## src/hdl/dsss_pkg.sv

```systemverilog
package dsss_pkg;
	// ************************************************************
	// Start methods
	// ************************************************************
	localparam logic [3:0] START_NORMAL     = 4'h1;
	localparam logic [3:0] START_POWER_UP   = 4'h2;
	localparam logic [3:0] START_DC_BRAKE   = 4'h3;
	localparam logic [3:0] START_AUTO_DC    = 4'h4;
	localparam logic [3:0] START_FLY_LOW    = 4'h5;
	localparam logic [3:0] START_FLY_MED    = 4'h6;
	localparam logic [3:0] START_FLY_HIGH   = 4'h7;
	// ************************************************************
	// Stop methods
	// ************************************************************
	localparam logic [3:0] STOP_COAST       = 4'h1;
	localparam logic [3:0] STOP_COAST_DC    = 4'h2;
	localparam logic [3:0] STOP_RAMP        = 4'h3;
	localparam logic [3:0] STOP_RAMP_DC     = 4'h4;
	// ************************************************************
	// Standard speed sources
	// ************************************************************
	localparam logic [3:0] SRC_KEYPAD       = 4'h1;
	localparam logic [3:0] SRC_PRESET1      = 4'h2;
	localparam logic [3:0] SRC_VOLT         = 4'h3;
	localparam logic [3:0] SRC_CURRENT      = 4'h4;
	// ************************************************************
	// Status switch selections
	// ************************************************************
	localparam logic [3:0] STAT_NONE        = 4'h1;
	localparam logic [3:0] STAT_RUN         = 4'h2;
	localparam logic [3:0] STAT_FAULT       = 4'h3;
	localparam logic [3:0] STAT_INV_FAULT   = 4'h4;
	localparam logic [3:0] STAT_LOCKOUT     = 4'h5;
	localparam logic [3:0] STAT_AT_SPEED    = 4'h6;
	localparam logic [3:0] STAT_ABOVE_P3    = 4'h7;
	localparam logic [3:0] STAT_CUR_LIMIT   = 4'h8;
	localparam logic [3:0] STAT_AUTO_MODE   = 4'h9;
	localparam logic [3:0] STAT_REVERSE     = 4'ha;
	// ************************************************************
	// Multifunction input selections
	// ************************************************************
	localparam logic [3:0] MFI_RUN_REV      = 4'h5;
	localparam logic [3:0] MFI_START_REV    = 4'h6;
	localparam logic [3:0] MFI_EXT_FAULT    = 4'h7;
	localparam logic [3:0] MFI_AUX_STOP     = 4'ha;
	// ************************************************************
	// Timing and counts
	// ************************************************************
	localparam int CLK_MHZ          = 125;
	localparam int AUTO_DC_GAP_S    = 15;
	localparam int FLY_GAP_S        = 2;
	localparam int COAST_DC_MAX_S   = 2;
	localparam int AUTO_DC_GAP_CYC  = AUTO_DC_GAP_S * CLK_MHZ * 1000000;
	localparam int FLY_GAP_CYC      = FLY_GAP_S * CLK_MHZ * 1000000;
	localparam int COAST_DC_MAX_CYC = COAST_DC_MAX_S * CLK_MHZ * 1000000;
	localparam logic [1:0] RESTART_TRIES = 2'h3;
	// Frequencies in tenths of Hz
	localparam logic [15:0] BRAKE_FREQ_DHZ = 16'h0002;
	localparam logic [15:0] AT_SPEED_DHZ   = 16'h0005;
	localparam logic [15:0] FREQ_STEP_DHZ  = 16'h0001;
endpackage : dsss_pkg

```

## src/hdl/dsss_timer_if.sv

```systemverilog
`timescale 1ns/1ps
`default_nettype none
// Countdown request and status between sequencer and timer
interface dsss_timer_if;
	logic        load;
	logic [31:0] count;
	logic        busy;
	logic        done;
	modport seq (output load, output count, input busy, input done);
	modport tmr (input load, input count, output busy, output done);
endinterface : dsss_timer_if
`default_nettype wire

```

## src/hdl/dsss_sequencer.sv

```systemverilog
`timescale 1ns/1ps
`default_nettype none
module dsss_sequencer
	import dsss_pkg::*;
#(
	parameter int AUTO_DC_GAP  = AUTO_DC_GAP_CYC,
	parameter int FLY_GAP      = FLY_GAP_CYC,
	parameter int COAST_DC_MAX = COAST_DC_MAX_CYC
) (
	input  wire logic        core_clk,
	input  wire logic        sys_rst,
	input  wire logic [3:0]  start_method,
	input  wire logic [3:0]  stop_method,
	input  wire logic [3:0]  speed_source,
	input  wire logic [3:0]  status_select,
	input  wire logic [3:0]  mfi_select,
	input  wire logic        both_directions,
	input  wire logic        forward_run_input,
	input  wire logic        stop_contact_input,
	input  wire logic        multifunction_input_a,
	input  wire logic        keypad_start,
	input  wire logic        keypad_stop,
	input  wire logic        drive_fault,
	input  wire logic        manual_reset,
	input  wire logic        auto_ref_active,
	input  wire logic [31:0] dc_brake_cycles,
	input  wire logic [15:0] keypad_speed,
	input  wire logic [15:0] preset_speed_1,
	input  wire logic [15:0] preset_speed_3,
	input  wire logic [15:0] volt_speed,
	input  wire logic [15:0] current_speed,
	input  wire logic [15:0] output_freq,
	input  wire logic [15:0] output_current,
	input  wire logic [15:0] current_limit,
	output logic             motor_enable,
	output logic             dc_brake,
	output logic             ramp_down,
	output logic             use_second_ramp,
	output logic             spinning_load_catch,
	output logic [1:0]       catch_level,
	output logic             reverse,
	output logic [15:0]      speed_setpoint,
	output logic             start_pending_indication,
	output logic             lockout_indication,
	output logic             restart_exhausted_state,
	output logic             status_switch_output
);
	typedef enum {
		S_IDLE, S_PRE_BRAKE, S_RUN, S_RAMP, S_GAP, S_STOP_BRAKE,
		S_FAULT, S_WAIT, S_LOCK
	} dsss_phase_t;

	typedef struct packed {
		dsss_phase_t phase;
		logic [1:0]  tries;
		logic        powered;
		logic        restarting;
		logic        mfi_prev;
		logic        rev_latch;
		logic        motor_enable;
		logic        dc_brake;
		logic        ramp_down;
		logic        second_ramp;
		logic        catch_on;
		logic [1:0]  catch_level;
		logic        reverse;
		logic [15:0] setpoint;
		logic        pending;
		logic        lock;
		logic        sw;
	} dsss_state_t;

	dsss_state_t st;
	dsss_state_t next_st;
	dsss_timer_if tif();

	dsss_timer u_timer (
		.core_clk (core_clk),
		.sys_rst  (sys_rst),
		.tif      (tif)
	);

	// Auto modes need the run contact held closed by the outside
	function automatic logic is_auto(input logic [3:0] m);
		is_auto = (m >= START_AUTO_DC) && (m <= START_FLY_HIGH);
	endfunction

	function automatic logic is_fly(input logic [3:0] m);
		is_fly = (m >= START_FLY_LOW) && (m <= START_FLY_HIGH);
	endfunction

	// ************************************************************
	// Input decode
	// ************************************************************
	logic mfi_on;
	logic ext_fault;
	logic aux_stop;
	logic rev_mode;
	logic start_cmd;
	logic stop_cmd;
	logic fault_any;
	logic [15:0] diff;

	always_comb begin
		// Codes 7 and 10 act on opening, others on closure
		if (mfi_select == MFI_EXT_FAULT || mfi_select == MFI_AUX_STOP) begin
			mfi_on = !multifunction_input_a;
		end else begin
			mfi_on = multifunction_input_a;
		end
		ext_fault = mfi_on && (mfi_select == MFI_EXT_FAULT);
		aux_stop  = mfi_on && (mfi_select == MFI_AUX_STOP);
		rev_mode  = both_directions && (mfi_select == MFI_RUN_REV
			|| mfi_select == MFI_START_REV);
		start_cmd = forward_run_input || keypad_start
			|| (rev_mode && mfi_on && !st.mfi_prev);
		stop_cmd  = !stop_contact_input || keypad_stop || aux_stop;
		// Run reverse makes the forward input a maintained run
		if (rev_mode && mfi_select == MFI_RUN_REV) begin
			stop_cmd = stop_cmd || !(forward_run_input || mfi_on);
		end
		fault_any = drive_fault || ext_fault;
		diff = (output_freq > st.setpoint) ? output_freq - st.setpoint
			: st.setpoint - output_freq;
	end

	// ************************************************************
	// Sequencer
	// ************************************************************
	always_comb begin
		next_st          = st;
		next_st.mfi_prev = mfi_on;
		next_st.powered  = 1'b1;
		tif.load         = 1'b0;
		tif.count        = dc_brake_cycles;
		// Speed source selection
		unique case (speed_source)
			SRC_PRESET1: next_st.setpoint = preset_speed_1;
			SRC_VOLT:    next_st.setpoint = volt_speed;
			SRC_CURRENT: next_st.setpoint = current_speed;
			default:     next_st.setpoint = keypad_speed;
		endcase
		if (rev_mode && mfi_on && !st.mfi_prev) begin
			next_st.rev_latch = 1'b1;
		end else if (rev_mode && forward_run_input) begin
			next_st.rev_latch = 1'b0;
		end
		unique case (st.phase)
			S_IDLE: begin
				// Power up starts codes 02 and 04-07
				if ((!st.powered && (start_method == START_POWER_UP
					|| is_auto(start_method))) || start_cmd) begin
					next_st.restarting = !st.powered;
					if (start_method == START_DC_BRAKE
						|| start_method == START_AUTO_DC) begin
						next_st.phase = S_PRE_BRAKE;
						tif.load = 1'b1;
					end else begin
						next_st.phase = S_RUN;
					end
				end
			end
			S_PRE_BRAKE: begin
				if (tif.done) begin
					next_st.phase = S_RUN;
				end
			end
			S_RUN: begin
				if (st.restarting && !fault_any) begin
					next_st.tries = 2'h0;
					next_st.restarting = 1'b0;
				end
				if (fault_any) begin
					next_st.phase = S_FAULT;
				end else if (aux_stop) begin
					next_st.phase = S_RAMP;
				end else if (stop_cmd) begin
					unique case (stop_method)
						STOP_COAST_DC: begin
							next_st.phase = S_GAP;
							tif.count = 32'(COAST_DC_MAX);
							tif.load = 1'b1;
						end
						STOP_RAMP, STOP_RAMP_DC: begin
							next_st.phase = S_RAMP;
						end
						default: begin
							next_st.phase = S_IDLE;
						end
					endcase
				end
			end
			S_RAMP: begin
				if (fault_any) begin
					next_st.phase = S_FAULT;
				end else if (output_freq <= BRAKE_FREQ_DHZ
					&& stop_method == STOP_RAMP_DC && !aux_stop) begin
					next_st.phase = S_STOP_BRAKE;
					tif.load = 1'b1;
				end else if (output_freq == 16'h0) begin
					next_st.phase = S_IDLE;
				end
			end
			S_GAP: begin
				// Fixed worst-case delay before braking
				if (tif.done) begin
					next_st.phase = S_STOP_BRAKE;
					tif.load = 1'b1;
				end
			end
			S_STOP_BRAKE: begin
				if (tif.done) begin
					next_st.phase = S_IDLE;
				end
			end
			S_FAULT: begin
				if (manual_reset) begin
					next_st.phase = S_IDLE;
					next_st.tries = 2'h0;
				end else if (!is_auto(start_method)) begin
					next_st.phase = S_FAULT;
				end else if (st.tries == RESTART_TRIES) begin
					next_st.phase = S_LOCK;
				end else begin
					next_st.phase = S_WAIT;
					next_st.tries = st.tries + 2'h1;
					tif.count = (start_method == START_AUTO_DC)
						? 32'(AUTO_DC_GAP) : 32'(FLY_GAP);
					tif.load = 1'b1;
				end
			end
			S_WAIT: begin
				if (manual_reset) begin
					next_st.phase = S_IDLE;
					next_st.tries = 2'h0;
				end else if (tif.done && !fault_any) begin
					next_st.restarting = 1'b1;
					if (start_method == START_AUTO_DC) begin
						next_st.phase = S_PRE_BRAKE;
						tif.load = 1'b1;
					end else begin
						next_st.phase = S_RUN;
					end
				end else if (tif.done) begin
					next_st.phase = S_FAULT;
				end
			end
			S_LOCK: begin
				if (manual_reset) begin
					next_st.phase = S_IDLE;
					next_st.tries = 2'h0;
				end
			end
		endcase
		// Power stage commands; enable, brake and ramp from the next phase
		next_st.motor_enable = (next_st.phase == S_RUN)
			|| (next_st.phase == S_RAMP);
		next_st.dc_brake = (next_st.phase == S_PRE_BRAKE)
			|| (next_st.phase == S_STOP_BRAKE);
		next_st.ramp_down = (next_st.phase == S_RAMP);
		next_st.second_ramp = aux_stop;
		next_st.catch_on = (next_st.phase == S_RUN) && next_st.restarting
			&& is_fly(start_method);
		next_st.catch_level = 2'(start_method - START_FLY_LOW);
		next_st.reverse = rev_mode && (mfi_select == MFI_RUN_REV ? mfi_on
			: next_st.rev_latch);
		next_st.pending = (next_st.phase == S_WAIT);
		next_st.lock = (next_st.phase == S_LOCK);
		// Status switch selection
		unique case (status_select)
			STAT_RUN:       next_st.sw = next_st.motor_enable;
			STAT_FAULT:     next_st.sw = !fault_any;
			STAT_INV_FAULT: next_st.sw = fault_any;
			STAT_LOCKOUT:   next_st.sw = !next_st.lock;
			STAT_AT_SPEED:  next_st.sw = diff <= AT_SPEED_DHZ;
			STAT_ABOVE_P3:  next_st.sw = output_freq > preset_speed_3;
			STAT_CUR_LIMIT: next_st.sw = output_current > current_limit;
			STAT_AUTO_MODE: next_st.sw = auto_ref_active;
			STAT_REVERSE:   next_st.sw = next_st.reverse;
			default:        next_st.sw = 1'b0;
		endcase
	end

	always_ff @(posedge core_clk) begin
		if (sys_rst) begin
			st <= '{phase: S_IDLE, default: '0};
		end else begin
			st <= next_st;
		end
	end

	// ************************************************************
	// Outputs
	// ************************************************************
	assign motor_enable             = st.motor_enable;
	assign dc_brake                 = st.dc_brake;
	assign ramp_down                = st.ramp_down;
	assign use_second_ramp          = st.second_ramp;
	assign spinning_load_catch      = st.catch_on;
	assign catch_level              = st.catch_level;
	assign reverse                  = st.reverse;
	assign speed_setpoint           = st.setpoint;
	assign start_pending_indication = st.pending;
	assign lockout_indication       = st.lock;
	assign restart_exhausted_state  = st.lock;
	assign status_switch_output     = st.sw;

	// ************************************************************
	// Checks
	// ************************************************************
	property p_brake_not_run;
		@(posedge core_clk) disable iff (sys_rst)
		dc_brake |-> !motor_enable;
	endproperty
	a_brake_not_run: assert property (p_brake_not_run)
		else $error("brake and motor on together");

	property p_run_brake;
		@(posedge core_clk) disable iff (sys_rst)
		$past(status_select) == STAT_RUN && dc_brake
			|-> !status_switch_output;
	endproperty
	a_run_brake: assert property (p_run_brake)
		else $error("run status closed while braking");

	property p_lock_ind;
		@(posedge core_clk) disable iff (sys_rst)
		lockout_indication |-> !start_pending_indication && !motor_enable;
	endproperty
	a_lock_ind: assert property (p_lock_ind)
		else $error("lockout with drive active");

	property p_lock_stays;
		@(posedge core_clk) disable iff (sys_rst)
		lockout_indication && !manual_reset |=> lockout_indication;
	endproperty
	a_lock_stays: assert property (p_lock_stays)
		else $error("lockout left without reset");

	property p_pending;
		@(posedge core_clk) disable iff (sys_rst)
		$rose(start_pending_indication) |-> $past(st.phase) == S_FAULT;
	endproperty
	a_pending: assert property (p_pending)
		else $error("pending not from fault");

	property p_coast;
		@(posedge core_clk) disable iff (sys_rst)
		st.phase == S_RUN && stop_cmd && !fault_any && !aux_stop
			&& stop_method == STOP_COAST |=> !motor_enable && !dc_brake;
	endproperty
	a_coast: assert property (p_coast)
		else $error("coast stop kept output");

	property p_ramp;
		@(posedge core_clk) disable iff (sys_rst)
		st.phase == S_RUN && stop_cmd && !fault_any
			&& stop_method == STOP_RAMP |=> ramp_down && motor_enable;
	endproperty
	a_ramp: assert property (p_ramp)
		else $error("ramp stop not ramping");

	property p_stat_fault;
		@(posedge core_clk) disable iff (sys_rst)
		status_select == STAT_FAULT |=> status_switch_output == !$past(fault_any);
	endproperty
	a_stat_fault: assert property (p_stat_fault)
		else $error("fault status wrong");

	property p_above;
		@(posedge core_clk) disable iff (sys_rst)
		status_select == STAT_ABOVE_P3 && output_freq == preset_speed_3
			|=> !status_switch_output;
	endproperty
	a_above: assert property (p_above)
		else $error("above preset closed at equal");
endmodule : dsss_sequencer
`default_nettype wire

```

## src/hdl/dsss_timer.sv

```systemverilog
`timescale 1ns/1ps
`default_nettype none
// Countdown timer; done pulses one cycle when count reaches zero
module dsss_timer (
	input  wire logic   core_clk,
	input  wire logic   sys_rst,
	dsss_timer_if.tmr   tif
);
	typedef struct packed {
		logic [31:0] left;
		logic        busy;
		logic        done;
	} dsss_tmr_state_t;

	dsss_tmr_state_t st;
	dsss_tmr_state_t next_st;

	// ************************************************************
	// Count logic
	// ************************************************************
	always_comb begin
		next_st      = st;
		next_st.done = 1'b0;
		if (tif.load) begin
			next_st.left = (tif.count == 32'h0) ? 32'h1 : tif.count;
			next_st.busy = 1'b1;
		end else if (st.busy) begin
			if (st.left == 32'h1) begin
				next_st.busy = 1'b0;
				next_st.done = 1'b1;
			end
			next_st.left = st.left - 32'h1;
		end
	end

	always_ff @(posedge core_clk) begin
		if (sys_rst) begin
			st <= '0;
		end else begin
			st <= next_st;
		end
	end

	assign tif.busy = st.busy;
	assign tif.done = st.done;
endmodule : dsss_timer
`default_nettype wire

```

## config.mk

```make
export PLATFORM = sky130hd
export DESIGN_NAME = dsss_sequencer
export DESIGN_NICKNAME = d
export VERILOG_FILES = /design/src/hdl/dsss_pkg.sv /design/src/hdl/dsss_timer_if.sv /design/src/hdl/dsss_sequencer.sv /design/src/hdl/dsss_timer.sv
export SDC_FILE = /design/constraint.sdc
export NUM_CORES = 1
export LEC_CHECK = 0
export CAP_MARGIN = 20
export CELL_PAD_IN_SITES_DETAIL_PLACEMENT = 1
export CELL_PAD_IN_SITES_GLOBAL_PLACEMENT = 1
export CORE_UTILIZATION = 47
export CTS_CLUSTER_SIZE = 24
export DETAILED_ROUTE_END_ITERATION = 8
export DONT_BUFFER_PORTS = 1
export HOLD_SLACK_MARGIN = 0.03
export PLACE_DENSITY_LB_ADDON = 0.1
export SYNTH_ARGS = -nofsm -noshare
export SYNTH_HDL_FRONTEND = slang
export SYNTH_HIERARCHICAL = 1
export SYNTH_SLANG_ARGS = --single-unit
```

## constraint.sdc

```tcl
create_clock -name core_clk -period 3.4 [get_ports core_clk]
set_input_delay 0.68 -clock core_clk [delete_from_list [all_inputs] [get_ports core_clk]]
set_output_delay 0.68 -clock core_clk [all_outputs]
set_load 0.05 [all_outputs]
```

Word-level counts from Yosys, hierarchy flattened
Cells that the tools add are included.
{ "word_totals": {"ff_bits": 99, "inputBits": 191, "output_inout_bits": 28, "wordCells": 193} }
{ "op_classes": {"n_addsub": 5, "order_cmp": 8, "eq_ne": 43, "muxes": 69, "bitwise_logic": 1, "n_reduce_logical": 47} }
{ "op_table": {"columns": ["cell", "count"], "rows": [
  ["$mux 32", 21],
  ["$pmux 32 s9", 1],
  ["$eq 32x3->1 const B", 6],
  ["$mux 34", 3],
  ["$eq 32x2->1 const B", 3],
  ["$eq 32x4->1 const B", 3],
  ["$eq 32x1->1 const B", 2],
  ["$logic_not 32->1", 2],
  ["$pmux 32 s2", 1],
  ["$mux 31", 2],
  ["$gt 16x16->1", 3],
  ["$pmux 16 s3", 1],
  ["$eq 4x3->1 const B", 10],
  ["$mux 33", 1],
  ["$eq 32x5->1 const B", 1],
  ["$eq 4x2->1 const B", 8],
  ["$sub 16x16->16", 2],
  ["$sub 32x1->32 const B", 1],
  ["$mux 1", 24],
  ["$logic_and 1x1->1", 17],
  ["$eq 4x4->1 const B", 4],
  ["$le 16x2->1 const B", 1],
  ["$le 16x3->1 const B", 1],
  ["$logic_not 16->1", 1],
  ["other kinds (23)", 54]
]} }

Depth between registers and ports, before layout
{ "depth": {"word_depth": 15, "depth_mapped": 14, "mapped_depth_nobuf": 13} }

Cells and area by module
Netlist, hierarchy kept.
{ "modules_own_cells": {"columns": ["module", "n_inst", "cells_each", "area_each_um2", "seq_area_each_um2"], "rows": [
  ["dsss_sequencer", 1, 821, 6324.8, 1301.2],
  ["dsss_timer", 1, 259, 2127.0, 680.7]
]} }

Worst setup path before layout
Ideal clock, no wire load.
{ "synth_timing": {"path_type": "input-to-reg", "from": "input mfi_select[3]", "to": "register u_timer/st[22] in the netlist's numbering", "setup_time_ps": 95, "arrival_time_ps": 3047, "required_ps": 3305, "slack_ps": 258, "path_stages": 11, "n_path_buf": 2, "cell_sequence": "and3b_4 > o21a_4 > mux2_4 > a21oi_1 > or4_4 > nor3_1 > a211o_1 > clkbuf_1 > clkbuf_1 > a21oi_1 > a221oi_1"} }
{ "synth_between": {"word_cells_on_any_way": 42, "cone_classes": "eq/ne (4); mux (17); reduce/logical (21)"} }
{ "synth_lines": {"columns": ["item", "line", "source"], "rows": [
  ["start, declared", "dsss_sequencer.sv:16", "input wire logic [3:0] mfi_select,"],
  ["$eq 4x3->1 / $eq 4x4->1 (equally long branches)", "dsss_sequencer.sv:106, dsss_sequencer.sv:111, dsss_sequencer.sv:112", null],
  ["$logic_or 1x1->1", "dsss_sequencer.sv:106", "if (mfi_select == MFI_EXT_FAULT || mfi_select == MFI_AUX_STOP) begin"],
  ["$mux 1", "dsss_sequencer.sv:106", null],
  ["$logic_and 1x1->1 / $logic_or 1x1->1 (equally long branches)", "dsss_sequencer.sv:112, dsss_sequencer.sv:120", null],
  ["$logic_or 1x1->1 / $logic_not 1->1 (equally long branches)", "dsss_sequencer.sv:117, dsss_sequencer.sv:120", null],
  ["$logic_or 1x1->1", "dsss_sequencer.sv:120", "stop_cmd = stop_cmd || !(forward_run_input || mfi_on);"],
  ["$mux 1", "dsss_sequencer.sv:119", "if (rev_mode && mfi_select == MFI_RUN_REV) begin"],
  ["$mux 1", "dsss_sequencer.sv:177", "end else if (stop_cmd) begin"],
  ["$mux 1", "dsss_sequencer.sv:175", "end else if (aux_stop) begin"],
  ["$mux 1", "dsss_sequencer.sv:173", "if (fault_any) begin"],
  ["$pmux 1 s6 *", "dsss_sequencer.sv:148", "unique case (st.phase)"],
  ["net tif.load", "dsss_timer_if.sv:5", "logic load;"],
  ["$mux 33 / $reduce_bool 2->1 (equally long branches)", null, null],
  ["end signal, assigned", "dsss_timer.sv:40", "st <= next_st;"],
  ["end, declared", "dsss_timer.sv:15", "dsss_tmr_state_t st;"]
]} }
Mark *: on every way through the listed nets, which the timed path passes. The rest lies on a longest branch.
A chain may end at the register's enable or synchronous reset.

==> summary by stage <==
Clock network
The clock tree synthesis step divided the H-tree into 3 levels. The clock latency on the worst-skew pair is 0.36 ns. Clock-pin slew was measured on the worst setup and hold paths at 0.07 ns.

The clock net sink count is 99. The maximum buffer depth of the clock tree is 2. The number of clock buffers added by TritonCTS is 9. The TritonCTS clock tree is done.

The master cell of the clock root buffer is sky130_fd_sc_hd__clkbuf_16.

Synthesis
For this run, the number of Yosys warnings is 6. The synthesized netlist occupies a cell area of 8452 sq um. Synthesis produced a netlist whose cell count is 1080. After synthesis, the mean cell area works out to 7.826 sq um. The biggest area contributor in the post-synthesis netlist is sky130_fd_sc_hd__dfxtp_1.

Summing the sequential cell areas from Yosys gives 23.45% of the chip area. The count of state elements after synthesis is 99. In this run, synthesis inferred 0 flip-flops with an integrated enable. By area the synthesized netlist is led by sky130_fd_sc_hd__dfxtp_1 (23%), sky130_fd_sc_hd__ha_1 (10%), sky130_fd_sc_hd__nor2_1 (4.9%), sky130_fd_sc_hd__inv_1 (4.2%), sky130_fd_sc_hd__a21oi_1 (3.8%). In the synthesized netlist the async set-or-reset flop fraction comes to 0%. The commonest register cell after synthesis is sky130_fd_sc_hd__dfxtp_1. After synthesis, the largest area contributor takes up 23.45% of total cell area.

Yosys mapped the design onto 103 distinct sky130hd cell types. The total nets after synthesis is 1343.

Pwr
In this run the power spent charging and discharging nets is 2001 uW. The internal power of the cells totals 2795 uW. The power after layout is 4796 uW. Combinational logic burns 43.8% of the power.

The leakage dissipation is 0.003902 uW. In this run switching power makes up 41.72% of total power. Sequential cells burn 32.6% of the power. The power density over cell area is 524.4 nW/um^2. In this run, the clock network consumes 23.5% of the power. The maximum resistive drop on vdd is 0.3600 mV.

Critical path
STA classifies the critical path endpoint as a flip-flop. The critical path launch point type is a flip-flop. In this run the register-to-register setup slack is 0.10 ns. The peak per-stage delay on the critical path is 0.56 ns. The startpoint of the most critical register-to-register path is st[52]$_SDFF_PP0_.

Traced cell by cell, the critical path runs through nor4_2, nand4_1, or2_0, or4_4, nor3_1, a211o_1, clkinv_1, buf_4, o311ai_0, a21oi_1, a311o_1. The worst setup path startpoint is st[52]$_SDFF_PP0_. The class of the most critical setup path is flip-flop to flip-flop.

For the worst setup path, the data arrival time is 3.54 ns. The capture point of the critical path is u_timer/st[32]$_SDFFE_PP0P_. Along the worst path, the maximum fanout reaches 12.

The worst register-to-register path ends at u_timer/st[32]$_SDFFE_PP0P_. The required arrival time at the worst endpoint is 3.65 ns. Among all stages on the critical path, the largest delay is contributed by sky130_fd_sc_hd__or4_4. The depth of the worst register-to-register path is 11.

STA
The max-slew violation count is 0. The final number of setup-violating endpoints is 0. Setup repair after global routing left no endpoint under its margin. The relative slew slack is 34.24%. The clock skew is 0.01164 ns. The count of endpoints failing hold in the final timing report is 0. Of the available clock period, the critical path in the final layout requires 97.02%.

The smallest clock period supported by the final layout is computed as 3.299 ns. The smallest hold slack is 0.3844 ns. The highest attainable clock frequency is 0.3031 GHz. The transition time at the pin with the least slew margin is 0.9850 ns.

Finish
The fraction of layout instances using a drive strength above 1 is 11.50%. The non-filler instance count after layout is 1312. The repair_antennas step left the layout with diodes totalling 0. Relative to the synthesized area, the layout overhead comes to 8.216%.

For this run, the post-layout net count is 1345.

Global routing
The number of global-route vias before repair is 8478. The number of antenna violations at the first check in global routing is 0. The first global-routing pass estimated 44640 um of wire. The total overflow reported by the global router is 0. Global routing used 31.17% of the available tracks. The maximum number of pins on one net before global-route repair is 77.

Die
Row generation in the floorplan step produced 48 rows. The die is 136.1 um tall. The initial cell density of the core is 48.53%. In this run the count of I/O pins placed on the die edge is 219. The placeable core region is 17420 sq um. The width of the die is 136.1 um. The floorplan step defined a die boundary enclosing 18520 sq um.

Job
The max-cap check violation count is 0.

Detailed routing
The DRC violation count after routing is 0. The detailed router placed 8202 vias in this run. The final antenna-violating net count is 0.

The via count normalized by instance count is 6.252. The first-pass iteration count of the detailed router is 5. The routed wirelength normalized by instance count is 21.79 um. The final layout contains routed wiring with a total length of 28590 um.

For this block, the initial DRC count from the detailed router was 364.

Place
The count of buffers from port buffering is 0. The global placer's final weighted congestion is 0.9230. Including well taps, the total number of placed cells is 1296. The detailed-placement wirelength estimate is 22800 um.

Status
The run finished with clean final reports.

Hold path
Counting instances, the worst hold path has a depth of 1. The worst hold path belongs to the class primary input to flip-flop.
==> power by group through the flow <==
| stage | registers, uW | clock network, uW | logic (uW) |
|---|---|---|---|
| finish | 1560 | 1130 | 2100 |
| global route | 1580 | 1190 | 2310 |
| detailed placement | 1580 | 0 | 2060 |
| CTS | 1560 | 1150 | 2090 |
| floorplan | 1490 | 0 | 1630 |
| global placement | 1580 | 0 | 2030 |
==> per-stage QoR <==
stage | setup TNS (ns) | util [%] | cell area, sq um | worst slack (ns)
after floorplan | 0 | - | 8452 | 0.2578
after CTS | 0 | 52.44 | 9134 | 0.03129
after global placement | 0 | 50.56 | 8806 | 0.07989
after detailed placement | -0.03539 | 50.60 | 8813 | -0.03539
after global routing | 0 | 52.51 | 9146 | 0.0009308
final | 0 | 52.51 | 9146 | 0.1012
==> cell usage in the layout, fill, tap and decap left out, drive strengths merged, types with 26 or more instances in the layout <==
master and n:
a21o 28, buf 60, dfxtp 99, nand2 57, and2 43, nor4 35, o21ai 33, nor2 112
nand3 26, inv 94, nor3 30, ha 70, a21oi 66
==> routing by layer <==
layer | wire length, um | up-vias | global-route usage (%)
met5 | 0 | - | 0
met4 | 1003 | 0 | 13.27
met3 | 1598 | 66 | 5.928
met2 | 13650 | 248 | 54.43
met1 | 12340 | 3962 | 37.00
li1 | - | 3926 | -
==> cells by family after synthesis <==
| family | synth area share (%) |
|---|---|
| buffers and inverters | 8.749 |
| and+or+nand+nor | 28.10 |
| muxes | 2.546 |
| AOI/OAI and AO/OA | 23.61 |
| xor gates and xnor gates | 2.591 |
| DFF | 23.45 |
| adders and majority gates | 10.95 |
==> synth_stat cells, types with 4 or more instances <==
cell type                     n
sky130_fd_sc_hd__a221oi_1    22
sky130_fd_sc_hd__o21bai_1     6
sky130_fd_sc_hd__o21a_1       8
sky130_fd_sc_hd__a21o_1      27
sky130_fd_sc_hd__o31ai_1     12
sky130_fd_sc_hd__nor2b_1     11
sky130_fd_sc_hd__inv_1       94
sky130_fd_sc_hd__nor4_1      30
sky130_fd_sc_hd__a31oi_1      9
sky130_fd_sc_hd__a311oi_1    11
sky130_fd_sc_hd__buf_2        6
sky130_fd_sc_hd__mux2i_1     20
sky130_fd_sc_hd__ha_1        70
sky130_fd_sc_hd__o21ai_0     30
sky130_fd_sc_hd__or3_1       20
sky130_fd_sc_hd__nand3b_1     6
sky130_fd_sc_hd__xor2_1      10
sky130_fd_sc_hd__o22ai_1      5
sky130_fd_sc_hd__or4_1        5
sky130_fd_sc_hd__and4_1       5
sky130_fd_sc_hd__nand2b_1     9
sky130_fd_sc_hd__xnor2_1     15
sky130_fd_sc_hd__a211oi_1    19
sky130_fd_sc_hd__and3_1       4
sky130_fd_sc_hd__dfxtp_1     99
sky130_fd_sc_hd__or2_2        4
sky130_fd_sc_hd__clkbuf_1    31
sky130_fd_sc_hd__a2111oi_0    5
sky130_fd_sc_hd__and2_1      43
sky130_fd_sc_hd__nand4_1     18
sky130_fd_sc_hd__nor3_1      29
sky130_fd_sc_hd__buf_4       27
sky130_fd_sc_hd__o31a_1       8
sky130_fd_sc_hd__o211ai_1    12
sky130_fd_sc_hd__nor2_1     111
sky130_fd_sc_hd__nand2_1     57
sky130_fd_sc_hd__nand3_1     23
sky130_fd_sc_hd__a21oi_1     64
==> cell type report <==
class                   count  area [sq um]
clock buffers              12         246.5
clock inverters             4         73.82
fillers                  2204          8270
inverters                  95         356.6
multi-input cells         817          5743
flip-flops and latches     99          1982
well taps                 225         281.5
repair buffers             60         462.9
==> how the worst min path moves through the flow <==
stage	from	end
floorplan	st[38]$_SDFF_PP0_	st[38]$_SDFF_PP0_
global placement	st[27]$_SDFF_PP0_	st[27]$_SDFF_PP0_
detailed placement	st[27]$_SDFF_PP0_	st[27]$_SDFF_PP0_
CTS	start_method[0]	catch_level[0]$_SDFF_PP0_
global route	start_method[0]	catch_level[0]$_SDFF_PP0_
finish	start_method[0]	catch_level[0]$_SDFF_PP0_
==> flip-flops by register name, indices dropped and copies added, names as in the netlist <==
signal                    flops
u_timer/tif.done              1
use_second_ramp               1
catch_level                   2
ramp_down                     1
status_switch_output          1
st                           38
lockout_indication            1
speed_setpoint               16
u_timer/st                   32
start_pending_indication      1
spinning_load_catch           1
reverse                       1
dc_brake                      1
u_timer/tif.busy              1
motor_enable                  1
==> worst max-delay path: cells and delay by family, from the launching register on <==
kind            cells  cell delay, ns
simple gates        5            1.75
buf+inv             2            0.35
flops               1            0.33
compound gates      4            0.78
==> what timing repair did <==
action | 4_1_cts | 5_1_grt
setup endpoints to repair | 0 | 5
resized for setup | 0 | 2
buffers inserted | 0 | 0
hold buffers | 0 | 0
(Power assumes the default switching activity.)
